<file path="src/hw/fan_defs.svh">
`ifndef FAN_DEFS_SVH
`define FAN_DEFS_SVH

// ********************************
// timing
// ********************************
`define FAN_CLK_MHZ 200
`define FAN_TICK_US 1000
`define FAN_CYC_PER_TICK (`FAN_CLK_MHZ * `FAN_TICK_US)
`define FAN_TON_MS 500
`define FAN_TOFF_RATIO 10
`define FAN_LOW_TIMEOUT_MS 65
`define FAN_TON_TICKS (`FAN_TON_MS * 1000 / `FAN_TICK_US)
`define FAN_LOW_TIMEOUT_TICKS (`FAN_LOW_TIMEOUT_MS * 1000 / `FAN_TICK_US)

// ********************************
// hall thresholds, flux in gauss
// ********************************
`define FAN_FLUX_W 8
`define FAN_BOP_GAUSS 25
`define FAN_BRP_GAUSS (-25)

// ********************************
// reset values
// ********************************
`define FAN_POLE_RST 1'b0

`endif

</file>
<file path="src/hw/fan_pkg.sv">
package fan_pkg;

  typedef enum logic [1:0] {
    ST_RUN = 2'b00,
    ST_LOCK_OFF = 2'b01,
    ST_LOCK_DRV = 2'b10
  } fan_state_e;

  typedef logic [31:0] div_cnt_t;
  typedef logic [15:0] tick_cnt_t;

  typedef struct packed {
    fan_state_e state;
    div_cnt_t div_cnt;
    tick_cnt_t stall_cnt;
    tick_cnt_t low_cnt;
    logic timed_out;
    logic lock_pole;
    logic pole_prev;
    logic coil_a;
    logic coil_b;
    logic tacho;
  } fan_ctrl_s;

  typedef struct packed {
    logic pole;
  } hall_s;

endpackage

</file>
<file path="src/hw/fan_drive_ctrl.sv">
`timescale 1ns/1ps
`include "fan_defs.svh"

module fan_drive_ctrl #(
  parameter int unsigned CYC_PER_TICK = `FAN_CYC_PER_TICK,
  parameter int unsigned TON_TICKS = `FAN_TON_TICKS,
  parameter int unsigned TOFF_RATIO = `FAN_TOFF_RATIO,
  parameter int unsigned LOW_TIMEOUT_TICKS = `FAN_LOW_TIMEOUT_TICKS,
  parameter int FLUX_W = `FAN_FLUX_W
) (
  input wire logic mclk_in, // 200 MHz clock
  input wire logic resetn_in, // async reset, active low
  input wire logic speed_in, // pwm speed input
  input wire logic signed [FLUX_W-1:0] flux_in, // hall flux, gauss
  output logic coil_out_a, // first coil drive
  output logic coil_out_b, // second coil drive
  output logic tacho_out // tachometer level
);

  localparam fan_pkg::div_cnt_t DIV_LAST =
    fan_pkg::div_cnt_t'(CYC_PER_TICK - 1);
  localparam fan_pkg::tick_cnt_t TON_LAST =
    fan_pkg::tick_cnt_t'(TON_TICKS - 1);
  localparam fan_pkg::tick_cnt_t TOFF_LAST =
    fan_pkg::tick_cnt_t'(TON_TICKS * TOFF_RATIO - 1);
  localparam fan_pkg::tick_cnt_t LOW_LIMIT =
    fan_pkg::tick_cnt_t'(LOW_TIMEOUT_TICKS);

  fan_pkg::fan_ctrl_s st;
  fan_pkg::fan_ctrl_s next_st;
  logic pole;
  logic tick;
  logic pole_edge;
  logic drive_en;
  logic drive_pole;

  hall_pole_detect #(
    .FLUX_W(FLUX_W)
  ) u_hall (
    .mclk_in(mclk_in),
    .resetn_in(resetn_in),
    .flux_in(flux_in),
    .pole_out(pole)
  );

  // ********************************
  // next state
  // ********************************
  always_comb begin
    next_st = st;
    tick = (st.div_cnt == DIV_LAST);
    next_st.div_cnt = tick ? '0 : st.div_cnt + 32'h1;
    next_st.pole_prev = pole;
    pole_edge = (pole != st.pole_prev);

    if (!st.timed_out) begin
      case (st.state)
        fan_pkg::ST_RUN: begin
          if (pole_edge) begin
            next_st.stall_cnt = '0;
          end else if (tick) begin
            if (st.stall_cnt == TON_LAST) begin
              next_st.state = fan_pkg::ST_LOCK_OFF;
              next_st.stall_cnt = '0;
              next_st.lock_pole = pole;
            end else begin
              next_st.stall_cnt = st.stall_cnt + 16'h1;
            end
          end
        end
        fan_pkg::ST_LOCK_OFF: begin
          if (tick) begin
            if (st.stall_cnt == TOFF_LAST) begin
              next_st.state = fan_pkg::ST_LOCK_DRV;
              next_st.stall_cnt = '0;
            end else begin
              next_st.stall_cnt = st.stall_cnt + 16'h1;
            end
          end
        end
        fan_pkg::ST_LOCK_DRV: begin
          if (pole != st.lock_pole) begin
            next_st.state = fan_pkg::ST_RUN;
            next_st.stall_cnt = '0;
          end else if (tick) begin
            if (st.stall_cnt == TON_LAST) begin
              next_st.state = fan_pkg::ST_LOCK_OFF;
              next_st.stall_cnt = '0;
            end else begin
              next_st.stall_cnt = st.stall_cnt + 16'h1;
            end
          end
        end
        default: begin
          next_st.state = fan_pkg::ST_RUN;
          next_st.stall_cnt = '0;
        end
      endcase
    end

    // low-input watchdog overrides the sequencer
    if (speed_in) begin
      next_st.low_cnt = '0;
      next_st.timed_out = 1'b0;
    end else if (tick && !st.timed_out) begin
      if (st.low_cnt >= LOW_LIMIT) begin
        next_st.timed_out = 1'b1;
        next_st.state = fan_pkg::ST_RUN;
        next_st.stall_cnt = '0;
      end else begin
        next_st.low_cnt = st.low_cnt + 16'h1;
      end
    end

    // outputs; lock pulses stay on the side latched at stall
    drive_en = speed_in && !st.timed_out &&
      (st.state != fan_pkg::ST_LOCK_OFF);
    drive_pole = (st.state == fan_pkg::ST_LOCK_DRV) ? st.lock_pole : pole;
    next_st.coil_a = drive_en && drive_pole;
    next_st.coil_b = drive_en && !drive_pole;
    next_st.tacho = pole;
  end

  always_ff @(posedge mclk_in or negedge resetn_in) begin
    if (!resetn_in) begin
      st <= '{state: fan_pkg::ST_RUN, div_cnt: '0, stall_cnt: '0,
              low_cnt: '0, timed_out: 1'b0, lock_pole: `FAN_POLE_RST,
              pole_prev: `FAN_POLE_RST, coil_a: 1'b0, coil_b: 1'b0,
              tacho: `FAN_POLE_RST};
    end else begin
      st <= next_st;
    end
  end

  assign coil_out_a = st.coil_a;
  assign coil_out_b = st.coil_b;
  assign tacho_out = st.tacho;
endmodule

</file>
<file path="src/hw/hall_pole_detect.sv">
`timescale 1ns/1ps
`include "fan_defs.svh"

module hall_pole_detect #(
  parameter int FLUX_W = `FAN_FLUX_W,
  parameter int BOP = `FAN_BOP_GAUSS,
  parameter int BRP = `FAN_BRP_GAUSS
) (
  input wire logic mclk_in, // system clock
  input wire logic resetn_in, // async reset, active low
  input wire logic signed [FLUX_W-1:0] flux_in, // sensed flux, gauss
  output logic pole_out // 1 = south at sensor
);

  localparam logic signed [FLUX_W-1:0] OP_TH = FLUX_W'(BOP);
  localparam logic signed [FLUX_W-1:0] RP_TH = FLUX_W'(BRP);

  fan_pkg::hall_s st;
  fan_pkg::hall_s next_st;

  // ********************************
  // hysteresis comparator
  // ********************************
  always_comb begin
    next_st = st;
    if (flux_in >= OP_TH) begin
      next_st.pole = 1'b1;
    end else if (flux_in <= RP_TH) begin
      next_st.pole = 1'b0;
    end
  end

  always_ff @(posedge mclk_in or negedge resetn_in) begin
    if (!resetn_in) begin
      st <= '{pole: `FAN_POLE_RST};
    end else begin
      st <= next_st;
    end
  end

  assign pole_out = st.pole;
endmodule

</file>
<file path="config.mk">
export PLATFORM = sky130hd
export DESIGN_NAME = fan_drive_ctrl
export DESIGN_NICKNAME = d
export VERILOG_FILES = /design/src/hw/fan_pkg.sv /design/src/hw/fan_drive_ctrl.sv /design/src/hw/hall_pole_detect.sv
export VERILOG_INCLUDE_DIRS = /design/src /design/src/hw
export SDC_FILE = /design/constraint.sdc
export NUM_CORES = 1
export LEC_CHECK = 0
export BUFFER_PORTS_ARGS = -buffer_cell sky130_fd_sc_hd__buf_2
export CORE_UTILIZATION = 62
export CTS_CLUSTER_SIZE = 40
export DETAILED_ROUTE_END_ITERATION = 10
export PLACE_DENSITY = 0.8
export SLEW_MARGIN = 10
export SYNTH_ARGS = -nofsm -noshare
export SYNTH_HDL_FRONTEND = slang
export SYNTH_SLANG_ARGS = --single-unit
</file>
<file path="constraint.sdc">
create_clock -name mclk_in -period 2.95 [get_ports mclk_in]
set_input_delay 0.1475 -clock mclk_in [delete_from_list [all_inputs] [get_ports mclk_in]]
set_output_delay 0.1475 -clock mclk_in [all_outputs]
set_load 0.05 [all_outputs]
</file>
Word level (Yosys, flattened, before mapping)
Cells that the tools add are included.

Register bits: 72. Bits of input ports: 11. Output and inout bits: 3.

$add $sub $neg: 3. Magnitude comparators: 3. Eq/ne operators: 9. Multiplexer cells: 29. Bitwise gates (word level): 2. Reduce and logical (&&, ||, !) cells: 14.

Operators with widths (count): $mux W16 (10); $pmux W16 S3 (1); $mux W33 (1); $add A16 B1 Y16 const B (2); $add A32 B1 Y32 const B (1); $eq A32 B18 Y1 const B (1); $mux W32 (1); $mux W2 (10); $mux W17 (1); $eq A16 B13 Y1 const B (1); $eq A16 B9 Y1 const B (1); $ge A16 B7 Y1 const B (1); $ge A8 B6 Y1 const B (1); $le A8 B6 Y1 const B (1); $pmux W2 S3 (1); $reduce_bool A2 Y1 (3); $logic_and A1 B1 Y1 (5); $reduce_and A5 Y1 (1); $mux W1 (4); $reduce_and A2 Y1 (2); $eq A2 B1 Y1 const B (1); $eq A2 B2 Y1 const B (1); $logic_not A1 Y1 (2); $logic_not A2 Y1 (1); 4 further kinds (6).

Depth between registers and ports, before layout
Word-level depth: 9. Depth in mapped cells: 9. Gate-level depth less buffers: 8.

Modules after synthesis
Synthesis repeated with hierarchy kept, for this count alone.

Cells, all modules: 394. Area total of the unflattened synthesis: 3791.1 um^2.

Modules (own cells, without submodules): fan_drive_ctrl (times used 1, cells an instance 385, area each 3719.8 um^2, seq. area each 1776.7 um^2); hall_pole_detect (times used 1, cells an instance 9, area each 71.3 um^2, seq. area each 25.0 um^2).

Least setup slack after synthesis
Ideal clock, no wire load.

Kind: register -> register. Start: reg st[6] (netlist bit). End: reg st[28] (netlist bit). Setup time: 0.079 ns. Arrival time: 2.186 ns. Path slack: 0.685 ns. Cell stages (with the launch flop): 8. Buffers on the path: 0. Period minus slack after synthesis: 2.265 ns. Path through: dfrtp_1 -> ha_1 -> or4b_4 -> o31ai_4 -> a41oi_4 -> nor4_4 -> nor4b_2 -> a2bb2oi_1.

RTL lines: start: declaration (line fan_drive_ctrl.sv:29) `fan_pkg::fan_ctrl_s st;`; start signal: assignment (line fan_drive_ctrl.sv:126) `st <= '{state: fan_pkg::ST_RUN, div_cnt: '0, stall_cnt: '0,`; start signal: assignment (line fan_drive_ctrl.sv:131) `st <= next_st;`.

==> metrics.txt <==
CTS sink count 72; Slew HR 46.4%; routed wire length 7790 um; Final setup violation count 0; # hold bufs at CTS 2; clock buffer count from CTS 9; Worst Path Required 3.22 ns; total global-route track usage 26.0%; Async SR Flop Fraction 100%; number of port buffers 13; crit-path cells ha_1 -> or4b_4 -> o31ai_4 -> a41oi_4 -> nor4_4 -> nor4b_2 -> a2bb2oi_1; register area share after synthesis 46.8%; area of the multi-input gates between 1500 and 2000 um^2; RSZ-0062 raised after global routing false; Worst Tran Pin Value between 0.8 and 0.9 ns; Chip Width 80.8 um; fmax just under 400 MHz; leakage power 1.90 nW; CORE AREA approximately 6000 um^2; Largest delay share family, worst path simple AND/OR/NAND/NOR gates; clock latency on the worst-skew pair 0.35 ns; Final Cycle Share 86.8%; DRT Pass-1 Iters 5; Ports 14; clock root buffer clkbuf_8; placed instance area 4000 um^2; Placer Congestion 0.947; Cells after Synth 399; final antenna-violating net count 0; final hold slack 0.0874 ns; MaxCap Viol Count 0; Startpoint Class flop; post-route cell area 4240 um^2; Crit path largest cell delay 0.49 ns; CP Max Fanout 14; peak supply drop 287 uV; post-cts resize count 0; P&R area growth vs syn 9.90%; WL/cell 15.9 um; CTS tree built; number of global-route vias before repair 2895; initial antenna violation count 0; die height 80.8 um; Fill cells 445; # H-tree levels 3; Synth Flop Type dfrtp_1; minimum clock period 2.56 ns; Post-synth EDFFs 0; pin count of the biggest net entering global routing 38; Critical Path Slowest Stage Cell or4b_4; global-route wire length before repair 12900 um; fin. max-slew vios 0; most frequent cells in the layout 72 x dfrtp_1, 41 x nor2_1, 32 x nand3_1; flops & latches, synth 72; DP HPWL 5460 um; post-layout util 71.1%; proportion of layout cells with a drive suffix above 1 roughly 11%; grt total ovfl 0; outcome completed; Nets ~430; Yosys cell types 54; final hold vios 0; total power 0.00203 W; CTS Buffer Depth 2; post-CTS setup buffer count 0; Worst Setup End Kind flop; Rows 28; Syn Std Cell Area 3850 um^2; Synth Area per Inst 9.66 um^2; crit path DAT around 2.8 ns; worst hold path type input pin to flop; DRC 0; worst r2r src st[6]$_DFFE_PN0P_; YS warnings 0; via count 3022; Buffers & Inverters on Critical Path 0; post-synth net total ~420; Worst-path clk slew 0.08 ns; CP Class flop to flop; die area 6540 um^2; Antenna diodes 0; most common cell after layout, fill and taps aside dfrtp_1; vias per inst just over 6; setup TNS 0 ns; hold wc startpoint flux_in[5]; CP startpoint st[6]$_DFFE_PN0P_; Initial Utilization 64.7%; Fin Clk Skew 0.00568 ns; Seq. cell area 1800 um^2; DRT iter0 DRCs 117; PD cells 480 nW/um^2
worst reg2reg max path, stage by stage (launching register included):
cell	delay (ns)
dfrtp_1	0.44
ha_1	0.22
or4b_4	0.49
o31ai_4	0.24
a41oi_4	0.30
nor4_4	0.39
nor4b_2	0.25
a2bb2oi_1	0.18
final timing paths:
| kind | end | slack [ns] | cells past startpoint |
|---|---|---|---|
| max reg2reg | st[28]$_DFF_PN0_ | 0.39 | 7 |
| min reg2reg | st[38]$_DFF_PN0_ | 0.47 | 1 |
| min | u_hall.pole_out$_DFFE_PN0P_ | 0.09 | 3 |
| max in group asynchronous | u_hall.pole_out$_DFFE_PN0P_ | 1.86 | 3 |
| max | st[28]$_DFF_PN0_ | 0.39 | 7 |
| min in group asynchronous | st[53]$_DFF_PN0_ | 0.42 | 2 |
flip-flops by register name (all words and copies together) (netlist names):
signal,cells
u_hall.pole_out,1
coil_out_a,1
coil_out_b,1
st,68
tacho_out,1
layer usage:
layer  up-vias  track usage (%)  wire [um]
met5         -                0          0
met2        74             45.0       3920
li1       1469                -          -
met3        12             4.72        291
met1      1467             31.8       3470
met4         0             11.3        116
cell type report:
cell class                      instances  share of cell area (%)
Tap cell                               75                    2.22
Clock buffer                            9                    2.92
Timing Repair Buffer                   22                    3.55
Inverter                                8                   0.709
Sequential cell                        72                    42.5
Clock inverter                          7                    2.25
Multi-Input combinational cell        298                    45.8
power by group:
group | total [W] | switching (W) | internal, W
Sequential | 0.00101 | 0.0000159 | 0.000998
Clock | 0.000867 | 0.000390 | 0.000477
Combinational | 0.000151 | 0.000101 | 0.0000503
Total | 0.00203 | 0.000507 | 0.00153
Yosys cell counts (all sizes together), types with 2 or more instances:
master | count | area (um^2)
dfrtp | 72 | 1800
nor2 | 41 | 154
nand3 | 32 | 160
nand2 | 29 | 109
xnor2 | 19 | 166
clkbuf | 18 | 68.8
nand4 | 18 | 113
xor2 | 16 | 140
a21oi | 15 | 78.8
nor2b | 15 | 93.8
and3 | 14 | 87.6
o31ai | 14 | 119
nor3 | 9 | 56.3
inv | 8 | 30.0
nor4 | 8 | 65.1
o21ai | 8 | 40.0
mux2i | 6 | 60.1
ha | 5 | 62.6
and2 | 4 | 25.0
nor4b | 4 | 41.3
a41oi | 3 | 45.1
and4 | 3 | 26.3
buf | 3 | 17.5
nand3b | 3 | 22.5
nor4bb | 3 | 30.0
o311ai | 3 | 26.3
a32oi | 2 | 17.5
nand2b | 2 | 12.5
nand4b | 2 | 17.5
o211ai | 2 | 15.0
o22ai | 2 | 12.5
or3 | 2 | 12.5
metrics by stage:
stage                     cells  setup WS [ns]
after floorplan             399          0.685
after global placement      473          0.468
after detailed placement    473          0.400
after CTS                   491          0.383
after global routing        491          0.187
final                       491          0.390
cells by family (layout without fill, tap and decap cells):
group	after synthesis	after routing	share of synthesized area, %
compound gates	58	58	11.1
xor+xnor	35	35	7.95
fa+ha+maj	5	5	1.62
buf+inv	29	46	3.02
flops	72	72	46.8
mux	7	7	1.85
simple gates	193	193	27.7
Note: power is estimated with default switching activity, not from simulation.
